===== config.mk =====
export PLATFORM = sky130hd
export DESIGN_NAME = acs_input_select
export DESIGN_NICKNAME = d
export VERILOG_FILES = /design/src/hdl/acs_input_decode.v /design/src/hdl/acs_clock_divider.v /design/src/hdl/acs_input_select.v
export VERILOG_INCLUDE_DIRS = /design/src /design/src/hdl
export SDC_FILE = /design/constraint.sdc
export NUM_CORES = 1
export LEC_CHECK = 0
export ABC_AREA = 1
export ABC_CLOCK_PERIOD_IN_PS = 1550
export BUFFER_PORTS_ARGS = -buffer_cell sky130_fd_sc_hd__buf_4
export CORE_UTILIZATION = 44
export CTS_CLUSTER_SIZE = 28
export DETAILED_ROUTE_END_ITERATION = 16
export GPL_ROUTABILITY_DRIVEN = 0
export PLACE_DENSITY = 0.75
export SETUP_SLACK_MARGIN = 0.15
export SLEW_MARGIN = 0
export SYNTH_ARGS = -nofsm -noshare
export SYNTH_HDL_FRONTEND = slang
export SYNTH_SLANG_ARGS = --single-unit

===== constraint.sdc =====
create_clock -name pclk -period 1.55 [get_ports pclk]
set_clock_uncertainty 0.05 [all_clocks]
set_input_delay 0.2325 -clock pclk [delete_from_list [all_inputs] [get_ports pclk]]
set_output_delay 0.2325 -clock pclk [all_outputs]
set_load 0.005 [all_outputs]

===== src/hdl/acs_regs.vh =====
// register offsets, field positions, reset values and encodings of the input select block
`ifndef ACS_REGS_VH
`define ACS_REGS_VH

// ****************************************************************************
// register map (byte addresses)
// ****************************************************************************
`define ACS_INPUT_SELECT_ADDR 12'h000
`define ACS_DIVISOR_ADDR 12'h004
`define ACS_STATUS_ADDR 12'h008
`define ACS_ADDR_W 12

// ****************************************************************************
// field layout of the input select word
// ****************************************************************************
`define ACS_MUX_B_NEG_BIT 15
`define ACS_MUX_B_POS_HI 11
`define ACS_MUX_B_POS_LO 8
`define ACS_MUX_A_NEG_BIT 7
`define ACS_MUX_A_POS_HI 3
`define ACS_MUX_A_POS_LO 0
`define ACS_SELECT_MASK 16'h8f8f
`define ACS_SELECT_LANE_MASK 8'h8f
`define ACS_SELECT_RESET 16'h0000

// ****************************************************************************
// encodings and divisor
// ****************************************************************************
`define ACS_POS_BANDGAP 4'hf
`define ACS_POS_LAST_INPUT 4'hc
`define ACS_DIV_W 8
`define ACS_DIV_RESET 8'h00

`endif


===== src/hdl/acs_input_decode.v =====
// decoder of one multiplexer setting into one-hot input selects
`timescale 1ns/100ps
`include "acs_regs.vh"
module acs_input_decode #(
    parameter NUM_INPUTS = 13
) (
    input wire [3:0] pos_code,
    input wire neg_code,
    output wire [NUM_INPUTS-1:0] pos_input_sel,
    output wire pos_bandgap_sel,
    output wire pos_invalid,
    output wire neg_input1_sel,
    output wire neg_reference_sel
);

    // ************************************************************************
    // positive side: one line per analog input
    // ************************************************************************
    genvar i;
    generate
        for (i = 0; i < NUM_INPUTS; i = i + 1) begin : g_pos
            localparam [3:0] CODE = i;
            assign pos_input_sel[i] = (pos_code == CODE);
        end
    endgenerate

    // bandgap on the all-ones code; others above the last input select nothing
    assign pos_bandgap_sel = (pos_code == `ACS_POS_BANDGAP);
    assign pos_invalid = (pos_code > `ACS_POS_LAST_INPUT) && !pos_bandgap_sel;

    // negative side: input 1 or negative reference
    assign neg_input1_sel = neg_code;
    assign neg_reference_sel = !neg_code;

endmodule


===== src/hdl/acs_clock_divider.v =====
// conversion clock enable generator, one pulse every divisor+1 cycles
`timescale 1ns/100ps
module acs_clock_divider #(
    parameter DIV_W = 8
) (
    input wire pclk,
    input wire presetn,
    input wire [DIV_W-1:0] divisor,
    output reg conv_tick
);

    reg [DIV_W-1:0] count;

    // ************************************************************************
    // period counter; a new divisor applies at once, compared with the count every cycle
    // ************************************************************************
    always @(posedge pclk or negedge presetn) begin
        if (!presetn) begin
            count <= {DIV_W{1'b0}};
            conv_tick <= 1'b0;
        end else if (count >= divisor) begin
            count <= {DIV_W{1'b0}};
            conv_tick <= 1'b1; // divisor zero keeps tick high every cycle
        end else begin
            count <= count + 1'b1;
            conv_tick <= 1'b0;
        end
    end

endmodule


===== src/hdl/acs_input_select.v =====
// converter input select register, conversion clock divider and APB slave
// ****************************************************************************
// How it works
// - bits 11..8 pick setting B positive input: inputs 0-12, 1111 bandgap.
// - bits 3..0 pick setting A positive input, same encoding as B.
// - bit 15 set routes input 1 to B negative, else negative reference.
// - bit 7 set routes input 1 to A negative, else negative reference.
// ****************************************************************************
`timescale 1ns/100ps
`include "acs_regs.vh"
module acs_input_select #(
    parameter NUM_INPUTS = 13,
    parameter DIV_W = `ACS_DIV_W
) (
    input wire pclk,
    input wire presetn,
    input wire psel,
    input wire penable,
    input wire pwrite,
    input wire [`ACS_ADDR_W-1:0] paddr,
    input wire [31:0] pwdata,
    input wire [3:0] pstrb,
    output reg [31:0] prdata,
    output reg pready,
    output reg pslverr,
    output reg [NUM_INPUTS-1:0] mux_a_positive_select,
    output reg mux_a_bandgap_select,
    output reg mux_a_negative_select,
    output reg [NUM_INPUTS-1:0] mux_b_positive_select,
    output reg mux_b_bandgap_select,
    output reg mux_b_negative_select,
    output reg conversion_clock
);

    // ************************************************************************
    // declarations
    // ************************************************************************
    reg [15:0] adc_input_select;
    reg [DIV_W-1:0] conversion_clock_divisor;
    wire [NUM_INPUTS-1:0] a_pos;
    wire [NUM_INPUTS-1:0] b_pos;
    wire a_bg;
    wire b_bg;
    wire a_inv;
    wire b_inv;
    wire a_n1;
    wire b_n1;
    wire conv_tick;
    wire setup;
    wire access;
    reg [31:0] next_prdata;
    reg next_slverr;

    // address decode used for the error flag
    function addr_known;
        input [`ACS_ADDR_W-1:0] a;
        begin
            addr_known = (a == `ACS_INPUT_SELECT_ADDR) || (a == `ACS_DIVISOR_ADDR) ||
                (a == `ACS_STATUS_ADDR);
        end
    endfunction

    assign setup = psel && !penable;
    assign access = psel && penable && pready;

    // ************************************************************************
    // apb slave: no wait state, ready rises in the first access cycle
    // ************************************************************************
    always @(posedge pclk or negedge presetn) begin
        if (!presetn) begin
            pready <= 1'b0;
            pslverr <= 1'b0;
            prdata <= 32'h0000_0000;
        end else if (setup) begin
            pready <= 1'b1;
            pslverr <= next_slverr;
            prdata <= next_prdata;
        end else begin
            pready <= 1'b0;
            pslverr <= 1'b0;
            prdata <= 32'h0000_0000;
        end
    end

    // read data and error for the request in setup
    always @* begin
        next_slverr = !addr_known(paddr);
        next_prdata = 32'h0000_0000;
        if (!pwrite) begin
            case (paddr)
                `ACS_INPUT_SELECT_ADDR: begin
                    next_prdata = {16'h0000, adc_input_select & `ACS_SELECT_MASK};
                end
                `ACS_DIVISOR_ADDR: begin
                    next_prdata[DIV_W-1:0] = conversion_clock_divisor;
                end
                `ACS_STATUS_ADDR: begin
                    next_prdata[1:0] = {b_inv, a_inv};
                    next_prdata[2] = conv_tick;
                end
                default: begin
                    next_prdata = 32'h0000_0000;
                end
            endcase
        end
    end

    // ************************************************************************
    // registers: written at the completing access edge, per byte lane
    // ************************************************************************
    always @(posedge pclk or negedge presetn) begin
        if (!presetn) begin
            adc_input_select <= `ACS_SELECT_RESET;
            conversion_clock_divisor <= {DIV_W{1'b0}};
        end else if (access && pwrite) begin
            if (paddr == `ACS_INPUT_SELECT_ADDR) begin
                if (pstrb[0]) begin
                    adc_input_select[7:0] <= pwdata[7:0] & `ACS_SELECT_LANE_MASK;
                end
                if (pstrb[1]) begin
                    adc_input_select[15:8] <= pwdata[15:8] & `ACS_SELECT_LANE_MASK;
                end
            end
            if (paddr == `ACS_DIVISOR_ADDR && pstrb[0]) begin
                conversion_clock_divisor <= pwdata[DIV_W-1:0];
            end
        end
    end

    // ************************************************************************
    // decode of both multiplexer settings
    // ************************************************************************
    acs_input_decode #(
        .NUM_INPUTS(NUM_INPUTS)
    ) u_dec_a (
        .pos_code(adc_input_select[`ACS_MUX_A_POS_HI:`ACS_MUX_A_POS_LO]),
        .neg_code(adc_input_select[`ACS_MUX_A_NEG_BIT]),
        .pos_input_sel(a_pos),
        .pos_bandgap_sel(a_bg),
        .pos_invalid(a_inv),
        .neg_input1_sel(a_n1),
        .neg_reference_sel()
    );

    acs_input_decode #(
        .NUM_INPUTS(NUM_INPUTS)
    ) u_dec_b (
        .pos_code(adc_input_select[`ACS_MUX_B_POS_HI:`ACS_MUX_B_POS_LO]),
        .neg_code(adc_input_select[`ACS_MUX_B_NEG_BIT]),
        .pos_input_sel(b_pos),
        .pos_bandgap_sel(b_bg),
        .pos_invalid(b_inv),
        .neg_input1_sel(b_n1),
        .neg_reference_sel()
    );

    acs_clock_divider #(
        .DIV_W(DIV_W)
    ) u_div (
        .pclk(pclk),
        .presetn(presetn),
        .divisor(conversion_clock_divisor),
        .conv_tick(conv_tick)
    );

    // ************************************************************************
    // registered outputs, one cycle behind the register
    // ************************************************************************
    always @(posedge pclk or negedge presetn) begin
        if (!presetn) begin
            mux_a_positive_select <= {NUM_INPUTS{1'b0}};
            mux_a_bandgap_select <= 1'b0;
            mux_a_negative_select <= 1'b0;
            mux_b_positive_select <= {NUM_INPUTS{1'b0}};
            mux_b_bandgap_select <= 1'b0;
            mux_b_negative_select <= 1'b0;
            conversion_clock <= 1'b0;
        end else begin
            mux_a_positive_select <= a_pos;
            mux_a_bandgap_select <= a_bg;
            mux_a_negative_select <= a_n1;
            mux_b_positive_select <= b_pos;
            mux_b_bandgap_select <= b_bg;
            mux_b_negative_select <= b_n1;
            conversion_clock <= conv_tick;
        end
    end

endmodule


Word level (Yosys, flattened, before mapping)
Index checks and enable logic that the tools add are counted.
W data, S select, Z words.
{"block": "op_classes", "n_eq_ne": 28, "order_cmp": 3, "n_reduce_logical": 19, "addsub": 1, "muxes": 9}
{"operator": "$mux W32", "count": 2}
{"operator": "$eq A4 B4 Y1 const B", "count": 12}
{"operator": "$eq A4 B3 Y1 const B", "count": 8}
{"operator": "$eq A4 B2 Y1 const B", "count": 4}
{"operator": "$mux W8", "count": 2}
{"operator": "$eq A12 B3 Y1 const B", "count": 1}
{"operator": "$eq A12 B4 Y1 const B", "count": 1}
{"operator": "$logic_not A12 Y1", "count": 1}
{"operator": "$pmux W5 S2", "count": 1}
{"operator": "$pmux W3 S3", "count": 1}
{"operator": "$add A8 B1 Y8 const B", "count": 1}
{"operator": "$eq A4 B1 Y1 const B", "count": 2}
{"operator": "$ge A8 B8 Y1", "count": 1}
{"operator": "$gt A4 B4 Y1 const B", "count": 2}
{"operator": "$logic_not A4 Y1", "count": 2}
{"operator": "$logic_and A1 B1 Y1", "count": 7}
{"operator": "$reduce_and A3 Y1", "count": 2}
{"operator": "$logic_not A1 Y1", "count": 4}
{"operator": "$mux W1", "count": 3}
{"operator": "$logic_or A1 B1 Y1", "count": 2}
{"operator": "$reduce_and A2 Y1", "count": 1}
{"block": "totals", "elab_cells": 75, "output_inout_bits": 65, "register_bits": 92, "input_bits": 53}

Longest topological paths before layout
Gate-level depths: netlist of the first run.
{"block": "depth", "depth_word": 6, "ltp_mapped": 9, "depth_no_buf": 9}

By module
From an unflattened synthesis of the first run, not the netlist that was laid out.
{"block": "hier_totals", "hier_cells": 351, "hier_area_um2": 3234.4}
{"module": "acs_input_select", "seq_area_each_um2": 1601.5, "area_each_um2": 2373.5, "cells_per_inst": 220, "n_inst": 1}
{"module": "acs_clock_divider", "seq_area_each_um2": 225.2, "area_each_um2": 603.1, "cells_per_inst": 71, "n_inst": 1}
{"module": "acs_input_decode", "seq_area_each_um2": 0.0, "area_each_um2": 128.9, "cells_per_inst": 30, "n_inst": 2}

Least setup slack after synthesis of the first run
No wires, ideal clock.
{"block": "synth_path", "path_kind": "flip-flop to flip-flop", "from": "reg u_div.count[5]", "to": "reg u_div.count[0]", "slack_ns": 0.110, "path_buffers": 0, "t_arrival_ns": 1.313, "setup_ns": 0.077, "required_ns": 1.423, "period_less_slack_ns": 1.440, "stages_incl_launch_ff": 7, "path_cell_list": "dfrtp_1 ha_1 a21oi_1 nor2_1 nor3_1 nand3_1 nor2_1"}
{"block": "synth_via", "elab_chain_len": 2}
{"item": "start, declared", "line": "acs_clock_divider.v:12", "text": "reg [DIV_W-1:0] count;"}
{"item": "start signal, assigned", "line": "acs_clock_divider.v:19", "text": "count <= {DIV_W{1'b0}};"}
{"item": "start signal, assigned", "line": "acs_clock_divider.v:22", "text": "count <= {DIV_W{1'b0}};"}
{"item": "start signal, assigned", "line": "acs_clock_divider.v:25", "text": "count <= count + 1'b1;"}
{"item": "$ge A8 B8 Y1", "line": "acs_clock_divider.v:21", "text": "end else if (count >= divisor) begin"}
{"item": "$mux W8", "line": "acs_clock_divider.v:21"}
No other way between the ends.
A chain may end at the register's enable or synchronous reset.

Final worst setup path of the first run
{"block": "layout_path", "from": "reg u_div.count[6]", "to": "reg u_div.count[0]"}
Same word-level chain as after synthesis.

==> metrics.md, run 1 <==
| Metric | Value |
|---|---|
| Die Width | 86.8 microns |
| Largest net degree at the start of global routing | 33 |
| Crit path launch | u_div.count[6] |
| YS warnings | 0 |
| Critical Path AT | 1.66 ns |
| Initial drt markers | 117 |
| Starting Density | 0.461 |
| Most frequent cells in the layout | buf_4, dfrtp_1, nand2_1 |
| Dpl cell area | 0.00386 sq mm |
| CORE AREA | 0.00687 sq mm |
| Static Leak | 2.30 nW |
| Switching share of power | 0.213 |
| Antenna cells | 0 |
| Dpl cells | 516 |
| GRT Overall Usage | 0.184 |
| Total grt overflow | 0 |
| Final net count | 506 |
| CP Max Fanout | 5 |
| Vias | 2502 |
| WL per Instance | 12.2 microns |
| Reg-to-Reg End | u_div.count[0] |
| Async set-or-reset flop fraction in the synthesized netlist | 1.00 |
| Worst vdd ir | 471 uV |
| Worst setup EP type | register |
| Clk slew on worst S/H paths | 0.08 ns |
| Setup slack after layout | 0.0599 ns |
| Share of cells above drive strength 1 | 0.332 |
| DRC | 0 |
| Synthesis-to-layout area growth | 36.2% |
| Post-route ant nets | 0 |
| TritonCTS Buffers | 9 |
| Clk pwr share | 0.434 |
| Endpoints failing hold | 0 |
| Slew Limit Fails | 0 |
| Outcome | complete, no violations |
| Final setup fails | 0 |
| Highest clock rate | 671 MHz |
| Mapped Cells | 337 |
| CTS H-Tree Depth | 3 |
| CTS sink cnt | 73 |
| Final instance area | 0.00431 sq mm |
| Site row count | 30 |
| Post-Layout Cell Count | 545 |
| Worst Hold Class | input port to register |
| Yosys reg bits | 73 |
| Vias in the first global route | 2442 |
| Reg-to-reg slack, setup | 0.06 ns |
| Crit path kind | register to register |
| Hold slack final | 0.0420 ns |
| Post-synthesis average cell area | 9.40 sq um |
| Reg2Reg Depth | 6 |
| Seq/Total Area, Yosys | 0.577 |
| Commonest non-fill, non-tap cell in the layout | buf_4 |
| Psw | 0.000781 W |
| Die Area | 0.00754 sq mm |
| Ys flop type | dfrtp_1 |
| CP endpoint | u_div.count[0] |
| I/O pins | 118 |
| # Max-Cap Violations | 0 |
| TritonRoute pass-1 iters | 4 |
| Crit path required time | 1.72 ns |
| Power per Cell Area | 852 mW/mm^2 |
| CTS tree | done |
| Yosys cell types | 29 |
| Root buf cell | clkbuf_8 |
| Share of power burned in registers | 0.519 |
| Initial antenna violation count | 0 |
| Period minus WS final | 1.49 ns |
| Clk_lat worst skew | 0.34 ns |
| DIE HEIGHT | 86.8 microns |
| P_int | 0.00289 W |
| Combinational share of power | 0.047 |
| Post-synth EDFFs | 0 |
| First-pass GRT wire length | 10.4 mm |
| Vias per cell | 4.59 |
| RR Startpoint | u_div.count[6] |
| Place WS | 0.00472 ns |
| Routed WL | 6.64 mm |
| Mapped Area | 0.00317 sq mm |
| Period Utilization, post-route | 0.961 |
| IO buf count | 77 |
| Post-DP HPWL | 4.60 mm |
| Worst setup SP type | register |
| RSZ-0062 raised after global routing | true |
| Clock buffer depth | 2 |
==> stage by stage <==
stage               TNS [ns]  utilization  total power, W
floorplan                  0            -         0.00202
global placement           0        0.561         0.00211
detailed placement         0        0.561         0.00211
CTS                        0        0.605         0.00371
global route         -0.0126        0.628         0.00385
finish                     0        0.628         0.00367
==> worst max-delay path: stages, from the launching register on <==
cell	delay [ns]
dfrtp_1	0.42
ha_4	0.30
nand2_4	0.06
nor2_4	0.12
nand4_1	0.19
nand3_4	0.17
nor2_1	0.06
==> logic make-up after synthesis <==
logic type               after synthesis  share of synthesized area
AO/OA/AOI/OAI                         16                     0.0261
XOR/XNOR                               6                     0.0166
adder cells (fa/ha/maj)                9                     0.0356
buffers and inverters                 66                      0.104
flip-flops                            73                      0.577
other                                  1                    0.00118
AND/OR/NAND/NOR                      166                      0.239
==> power by group through the flow <==
stage	clock network [W]	registers (W)	logic (W)
2_1_floorplan	0	0.00195	0.0000730
3_3_place_gp	0	0.00195	0.000164
3_5_place_dp	0	0.00195	0.000167
4_1_cts	0.00163	0.00191	0.000170
5_1_grt	0.00175	0.00191	0.000192
6_report	0.00159	0.00191	0.000171
==> cell type report <==
| type | count | area, sq um |
|---|---|---|
| fillers | 563 | 2560 |
| clock buffers | 10 | 128 |
| flip-flops and latches | 73 | 1830 |
| inverters | 45 | 169 |
| multi-input cells | 218 | 1230 |
| well taps | 96 | 120 |
| clock inverters | 6 | 90.1 |
| repair buffers | 97 | 743 |
==> synthesized netlist by cell type (2+ instances only) <==
| cell type | number | share of area |
|---|---|---|
| xor2_1 | 4 | 0.011 |
| inv_1 | 39 | 0.046 |
| nor3_1 | 8 | 0.013 |
| nor2_1 | 56 | 0.066 |
| xnor2_1 | 2 | 0.0055 |
| buf_4 | 20 | 0.047 |
| nor3_2 | 2 | 0.0063 |
| dfrtp_1 | 73 | 0.58 |
| ha_1 | 9 | 0.036 |
| inv_2 | 5 | 0.0059 |
| o21ai_1 | 8 | 0.013 |
| a21oi_1 | 5 | 0.0079 |
| nand2_1 | 68 | 0.081 |
| nor2_4 | 2 | 0.0071 |
| nand4_1 | 6 | 0.012 |
| o21ai_0 | 2 | 0.0032 |
| nand3_1 | 16 | 0.025 |
==> worst min-delay path by stage <==
stage / start / endpoint / cells after the start
4_1_cts: pwdata[11] / adc_input_select[11] / 3
2_1_floorplan: presetn / adc_input_select[0] / 0
3_3_place_gp: presetn / mux_b_positive_select[3] / 1
3_5_place_dp: presetn / mux_b_positive_select[11] / 1
5_1_grt: pwdata[11] / adc_input_select[11] / 3
6_report: pwdata[11] / adc_input_select[11] / 3
==> timing repair <==
action | in CTS | in global routing
hold buffers | 1 | 0
pin swaps | 8 | 14
endpoints found under the setup margin | 9 | 10
cloned | 1 | 1
endpoints found under the hold margin | 27 | 0
gates resized for setup | 6 | 22
buffers inserted | 5 | 5
==> sequential cells by signal, summed over array words and instances, names as in the netlist, 8 cells and up <==
| name | cells |
|---|---|
| u_div.count | 8 |
| mux_a_positive_select | 13 |
| adc_input_select | 10 |
| prdata | 13 |
| conversion_clock_divisor | 8 |
| mux_b_positive_select | 13 |
==> per-layer routing <==
layer | track usage | vias to the layer above | part of all wire
met5 | 0 | - | 0
met4 | 0.0727 | 0 | 0.020
met3 | 0.0667 | 17 | 0.061
met2 | 0.318 | 92 | 0.50
met1 | 0.205 | 1163 | 0.42
li1 | - | 1230 | -
No activity file was read; power rests on OpenSTA's default activity.
==> run 2, diff against run 1 <==
--- a/config.mk
+++ b/config.mk
@@ -14,6 +14,7 @@
 export DETAILED_ROUTE_END_ITERATION = 16
 export GPL_ROUTABILITY_DRIVEN = 0
 export PLACE_DENSITY = 0.75
+export REMOVE_ABC_BUFFERS = 1
 export SETUP_SLACK_MARGIN = 0.15
 export SLEW_MARGIN = 0
 export SYNTH_ARGS = -nofsm -noshare
==> run 2 against run 1 <==
Effect of this change:
- hold slack lost 0.011 ns
- global-route usage rose by 0.060 points
- first-iteration DRC count shrank 15%
- largest cell class unchanged
- non-clock buffer count is 1 lower
- sequential share of layout area grew 0.32 points
- combinational power barely moved
- final cell count shrank 0.37%
- critical endpoint unchanged
- via count is 1.0% lower
- core utilization is 0.47 points lower
- register-to-register slack hardly changed
- clock power increased by 11%
==> metrics.md, run 2 (synthesis results as in run 1) <==
| Metric | Value |
|---|---|
| Outcome | complete, no violations |
| Clk slew on worst S/H paths | 0.07 ns (about the same) |
| Starting Density | 0.461 (unchanged) |
| Vias per cell | 4.56 (-0.67%) |
| Hold Path Cell Cnt | 3 (unchanged) |
| Clock buffer depth | 2 (unchanged) |
| Crit-path leading delay family | flip-flops |
| Highest clock rate | 674 MHz (+0.44%) |
| Power per Cell Area | 901 mW/mm^2 (+5.7%) |
| Static Leak | 2.25 nW (-1.8%) |
| CORE AREA | 0.00687 sq mm (unchanged) |
| Root buf cell | clkbuf_8 |
| Critical Path AT | 1.67 ns (about the same) |
| Slowest stage delay, CP | 0.44 ns (+0.02 ns) |
| I/O pins | 118 (unchanged) |
| Total grt overflow | 0 (unchanged) |
| GRT Overall Usage | 0.184 (+0.000598) |
| Initial antenna violation count | 0 (unchanged) |
| Worst Hold Class | input port to register |
| CTS H-Tree Depth | 3 (unchanged) |
| Post-route ant nets | 0 (unchanged) |
| Post-DP HPWL | 4.71 mm (+2.3%) |
| # Max-Cap Violations | 0 (unchanged) |
| Largest net degree at the start of global routing | 58 (+76%) |
| Endpoints failing hold | 0 (unchanged) |
| Hold Startpoint | pwdata[5] |
| CP Max Fanout | 9 (+4) |
| Initial drt markers | 99 (-15%) |
| Period Utilization, post-route | 0.957 (-0.00422) |
| DIE HEIGHT | 86.8 microns (unchanged) |
| RR Startpoint | u_div.count[7] |
| Largest regs | mux_a_positive_select x13, mux_b_positive_select x13, prdata x13 |
| Critical path buffer and inverter count | 1 (+1) |
| Worst setup SP type | register |
| Final net count | 504 (-0.40%) |
| Place WS | 0.0155 ns (+0.0108 ns) |
| DRC | 0 (unchanged) |
| Crit path required time | 1.73 ns (about the same) |
| Reg2Reg Depth | 7 (+1) |
| TritonCTS Buffers | 9 (unchanged) |
| CTS sink cnt | 73 (unchanged) |
| Crit path kind | register to register |
| TritonRoute pass-1 iters | 4 (unchanged) |
| RSZ-0062 raised after global routing | true |
| Site row count | 30 (unchanged) |
| Worst vdd ir | 614 uV (+30%) |
| Antenna cells | 0 (unchanged) |
| Die Area | 0.00754 sq mm (unchanged) |
| Vias | 2476 (-1.0%) |
| CTS tree | done |
| Commonest non-fill, non-tap cell in the layout | buf_4 |
| Setup slack after layout | 0.0665 ns (+0.00654 ns) |
| Share of cells above drive strength 1 | 0.327 (-0.00523) |
| Vias in the first global route | 2350 (-3.8%) |
| Fillers | 566 (+0.53%) |
| Total power | 0.00385 W (+4.9%) |
| Synthesis-to-layout area growth | 35.1% |
| WL per Instance | 12.5 microns (+2.5%) |
| Die Width | 86.8 microns (unchanged) |
| Period minus WS final | 1.48 ns (-0.00654 ns) |
| Storage cell area | 0.00183 sq mm (unchanged) |
| Slew Limit Fails | 0 (unchanged) |
| End of the worst hold path | conversion_clock_divisor[5] |
| Multi-input gate area | 0.00118 sq mm (-4.4%) |
| Reg-to-Reg End | u_div.count[0] |
| IO buf count | 77 (unchanged) |
| Most frequent cells in the layout | buf_4, dfrtp_1, nand2_1 |
| Reg-to-reg slack, setup | 0.07 ns (about the same) |
| WP depth | 7 (+1) |
| Final setup fails | 0 (unchanged) |
| First-pass GRT wire length | 10.5 mm (+0.73%) |
| Routed WL | 6.79 mm (+2.2%) |
| Worst setup EP type | register |
| Clk_lat worst skew | 0.35 ns (about the same) |
| CP Cell Sequence | ha_4 -> nand2_2 -> nor2_2 -> nand4_1 -> nand3_1 -> buf_6 -> nor2_1 |
| CP max-delay cell | dfrtp_1 |
==> run 2: changes by cell type in the layout (fill, tap and decap cells not counted), moves of 2 or more <==
cell,previous run,this run
buf_4,95,93
nand2_2,4,2
nand2_1,64,67
nor2_2,2,8
nor2_1,54,49
==> run 2: worst max-delay path by stage <==
stage | startpoint | slack (ns) | to
floorplan | u_div.count[5] | 0.11 | u_div.count[0]
global placement | u_div.count[5] | 0.05 | u_div.count[4]
detailed placement | conversion_clock_divisor[5] | 0.02 | u_div.count[6]
CTS | conversion_clock_divisor[5] | 0.07 | u_div.count[6]
global route | u_div.count[2] | -0.02 | u_div.count[3]
finish | u_div.count[7] | 0.07 | u_div.count[0]
==> run 2: routing by layer <==
| metal | global-route usage | vias up | part of all wire |
|---|---|---|---|
| met5 | 0 | - | 0 |
| met4 | 0.0591 | 0 | 0.016 |
| met3 | 0.0695 | 14 | 0.062 |
| met2 | 0.308 | 86 | 0.51 |
| met1 | 0.219 | 1153 | 0.42 |
| li1 | - | 1223 | - |
==> run 2: worst reg2reg max path: cells and delay by family, from the launching register on <==
kind	cells	cell delay, ns
adders and majority gates	1	0.30
buffers and inverters	1	0.15
DFF	1	0.44
and+or+nand+nor	5	0.43
==> run 2: final cells by class <==
class                           instances  share of cell area
Sequential cell                        73               0.427
Multi-Input combinational cell        217               0.276
Timing Repair Buffer                   96               0.173
Inverter                               45              0.0395
Clock buffer                           10              0.0298
Tap cell                               96              0.0281
Clock inverter                          6              0.0269
==> run 2: through the flow <==
step	cells	hold slack (ns)	setup TNS [ns]	util	instance area, sq um
4_1_cts	537	0.0179	0	0.603	4150
3_5_place_dp	518	0.0643	0	0.563	3870
6_report	543	0.0311	0	0.623	4280
2_1_floorplan	334	-0.113	0	-	3070
5_1_grt	543	0.0232	-0.114	0.623	4280
3_3_place_gp	518	0.0574	0	0.563	3870
==> run 2: where the power goes <==
part,leakage [nW],internal [W],switching [W],total [W]
clock,0.117,0.00108,0.000698,0.00177
sequential,0.951,0.00191,0.00000214,0.00191
combinational,1.19,0.0000745,0.0000962,0.000171
==> run 2: timing repair <==
action / CTS / global route
endpoints found under the hold margin: 16 / 0
buffers inserted: 2 / 5
gates resized for setup: 3 / 19
setup endpoints to repair: 9 / 10
pin swaps: 1 / 6
gates cloned: 0 / 1
hold buffers: 1 / 0
==> run 3, diff against run 2 <==
--- a/config.mk
+++ b/config.mk
@@ -9,6 +9,7 @@
 export ABC_AREA = 1
 export ABC_CLOCK_PERIOD_IN_PS = 1550
 export BUFFER_PORTS_ARGS = -buffer_cell sky130_fd_sc_hd__buf_4
+export CORE_ASPECT_RATIO = 1.25
 export CORE_UTILIZATION = 44
 export CTS_CLUSTER_SIZE = 28
 export DETAILED_ROUTE_END_ITERATION = 16
==> run 3 against run 2 <==
Effect of this change:
- clock-buffer cell count stayed put
- register-to-register slack better by 0.02 ns
- critical path depth unchanged
- routed wire length down 7.1%
- flip-flop and latch count did not move
- critical endpoint is now u_div.count[7]
==> metrics.md, run 3 (synthesis results as in run 1) <==
| Metric | Value |
|---|---|
| Most frequent cells in the layout | buf_4, dfrtp_1, nand2_1 |
| Reg-to-Reg End | u_div.count[7] |
| Synthesis-to-layout area growth | 31.3% |
| GRT Overall Usage | 0.184 (+0.000230) |
| Busiest grt layer | met2 |
| Post-route ant nets | 0 (unchanged) |
| CORE AREA | 0.00698 sq mm (+1.6%) |
| TritonCTS Buffers | 9 (unchanged) |
| CP Max Fanout | 9 (unchanged) |
| Final net count | 500 (-0.79%) |
| Worst setup EP type | register |
| Dpl cells | 513 (-0.97%) |
| Vias | 2443 (-1.3%) |
| Post-Layout Cell Count | 532 (-2.0%) |
| Initial antenna violation count | 0 (unchanged) |
| Root buf cell | clkbuf_8 |
| Critical Path AT | 1.67 ns (about the same) |
| Vias per cell | 4.59 (+0.71%) |
| Met2 GRT Util | 0.323 (+0.0149) |
| CTS H-Tree Depth | 3 (unchanged) |
| DRC | 0 (unchanged) |
| Grt met1 use | 0.210 (-0.00918) |
| Multi-input gate area | 0.00114 sq mm (-3.6%) |
| RR Startpoint | u_div.count[5] |
| Reg2Reg Depth | 7 (unchanged) |
| Largest regs | mux_a_positive_select x13, mux_b_positive_select x13, prdata x13 |
| Worst Hold Class | input port to register |
| Largest net degree at the start of global routing | 51 (-12%) |
| End of the worst hold path | adc_input_select[11] |
| IO buf count | 77 (unchanged) |
| Period Utilization, post-route | 0.942 (-0.0156) |
| Share of cells above drive strength 1 | 0.305 (-0.0212) |
| Initial drt markers | 102 (+3.0%) |
| Routed WL | 6.31 mm (-7.1%) |
| Post-DP HPWL | 4.82 mm (+2.5%) |
| Clock buffer depth | 2 (unchanged) |
| Endpoints failing hold | 0 (unchanged) |
| Power per Cell Area | 845 mW/mm^2 (-6.2%) |
| Worst vdd ir | 911 uV (+48%) |
| Crit path launch | u_div.count[5] |
| Clk slew on worst S/H paths | 0.07 ns (about the same) |
| RSZ-0062 raised after global routing | true |
| Crit path required time | 1.76 ns (+0.03 ns) |
| Die Width | 77.9 microns (-10%) |
| Final setup fails | 0 (unchanged) |
| Die Area | 0.00754 sq mm (about the same) |
| Outcome | complete, no violations |
| Hold Startpoint | pwdata[11] |
| Static Leak | 2.22 nW (-1.5%) |
| Setup_tns | 0 ns (unchanged) |
| TritonRoute pass-1 iters | 4 (unchanged) |
| Worst setup SP type | register |
| Dpl cell area | 0.00387 sq mm (unchanged) |
| Fillers | 625 (+10%) |
| WL per Instance | 11.9 microns (-5.2%) |
| Starting Density | 0.454 (-0.00711) |
| DIE HEIGHT | 96.9 microns (+12%) |
| Total grt overflow | 0 (unchanged) |
| # Max-Cap Violations | 0 (unchanged) |
| Slew Limit Fails | 0 (unchanged) |
| Site row count | 34 (+13%) |
| Highest clock rate | 685 MHz (+1.7%) |
| I/O pins | 118 (unchanged) |
| Period minus WS final | 1.46 ns (-0.0242 ns) |
| Crit path kind | register to register |
| Commonest non-fill, non-tap cell in the layout | buf_4 |
| Grt met3 use | 0.0425 (-0.0271) |
| Vias in the first global route | 2424 (+3.1%) |
| CTS tree | done |
| Antenna cells | 0 (unchanged) |
| First-pass GRT wire length | 10.7 mm (+1.6%) |
| Hold Path Cell Cnt | 3 (unchanged) |
| Util after Layout | 0.596 (-0.0270) |
| CTS sink cnt | 73 (unchanged) |
| Final instance area | 0.00416 sq mm (-2.8%) |
| Storage cell area | 0.00183 sq mm (unchanged) |
| Reg-to-reg slack, setup | 0.09 ns (+0.02 ns) |
| Clk_lat worst skew | 0.34 ns (about the same) |
-- run 3: worst max path at each step --
stage	endpoint	slack, ns	cells after the start
after floorplan	u_div.count[0]	0.11	6
after global placement	u_div.count[4]	0.04	8
after detailed placement	u_div.count[5]	0.01	8
after CTS	u_div.count[0]	0.004	7
after global routing	u_div.count[7]	-0.04	7
final	u_div.count[7]	0.09	7
-- run 3: through the flow --
stage,setup slack [ns],total power (W),hold WS [ns]
final,0.0906,0.00351,0.0351
after global routing,-0.0374,0.00367,0.0250
after CTS,0.00350,0.00356,0.0218
after detailed placement,0.0139,0.00211,0.0952
after global placement,0.0395,0.00211,0.0957
after floorplan,0.110,0.00198,-0.113
-- run 3: final cells by class --
cell class / count / area share
clock buffers: 10 / 0.0331
clock inverters: 5 / 0.0135
inverters: 45 / 0.0406
multi-input cells: 216 / 0.274
flip-flops and latches: 73 / 0.439
well taps: 90 / 0.0271
repair buffers: 93 / 0.172
-- run 3: where the power goes --
part           switching (W)  internal (W)
clock               0.000664      0.000774
sequential        0.00000222       0.00191
combinational      0.0000939     0.0000732
-- run 3: critical path: stages, from the launching register on --
cell     delay, ns
dfrtp_1       0.41
ha_4          0.26
a21oi_2       0.13
nor2_1        0.06
nor3_2        0.11
nand3_1       0.11
buf_6         0.15
nor2_1        0.11
-- run 3: what timing repair did --
| action | CTS | global route |
|---|---|---|
| setup endpoints to repair | 9 | 9 |
| setup buffers | 0 | 3 |
| hold buffers | 1 | 0 |
| gates resized for setup | 4 | 11 |
| pin swaps | 4 | 2 |
| endpoints found under the hold margin | 23 | 0 |
-- run 3: metal layers --
metal | vias to the layer above | wire length [microns]
li1 | 1211 | -
met1 | 1136 | 2470
met2 | 80 | 3410
met3 | 16 | 291
met4 | 0 | 129
met5 | - | 0
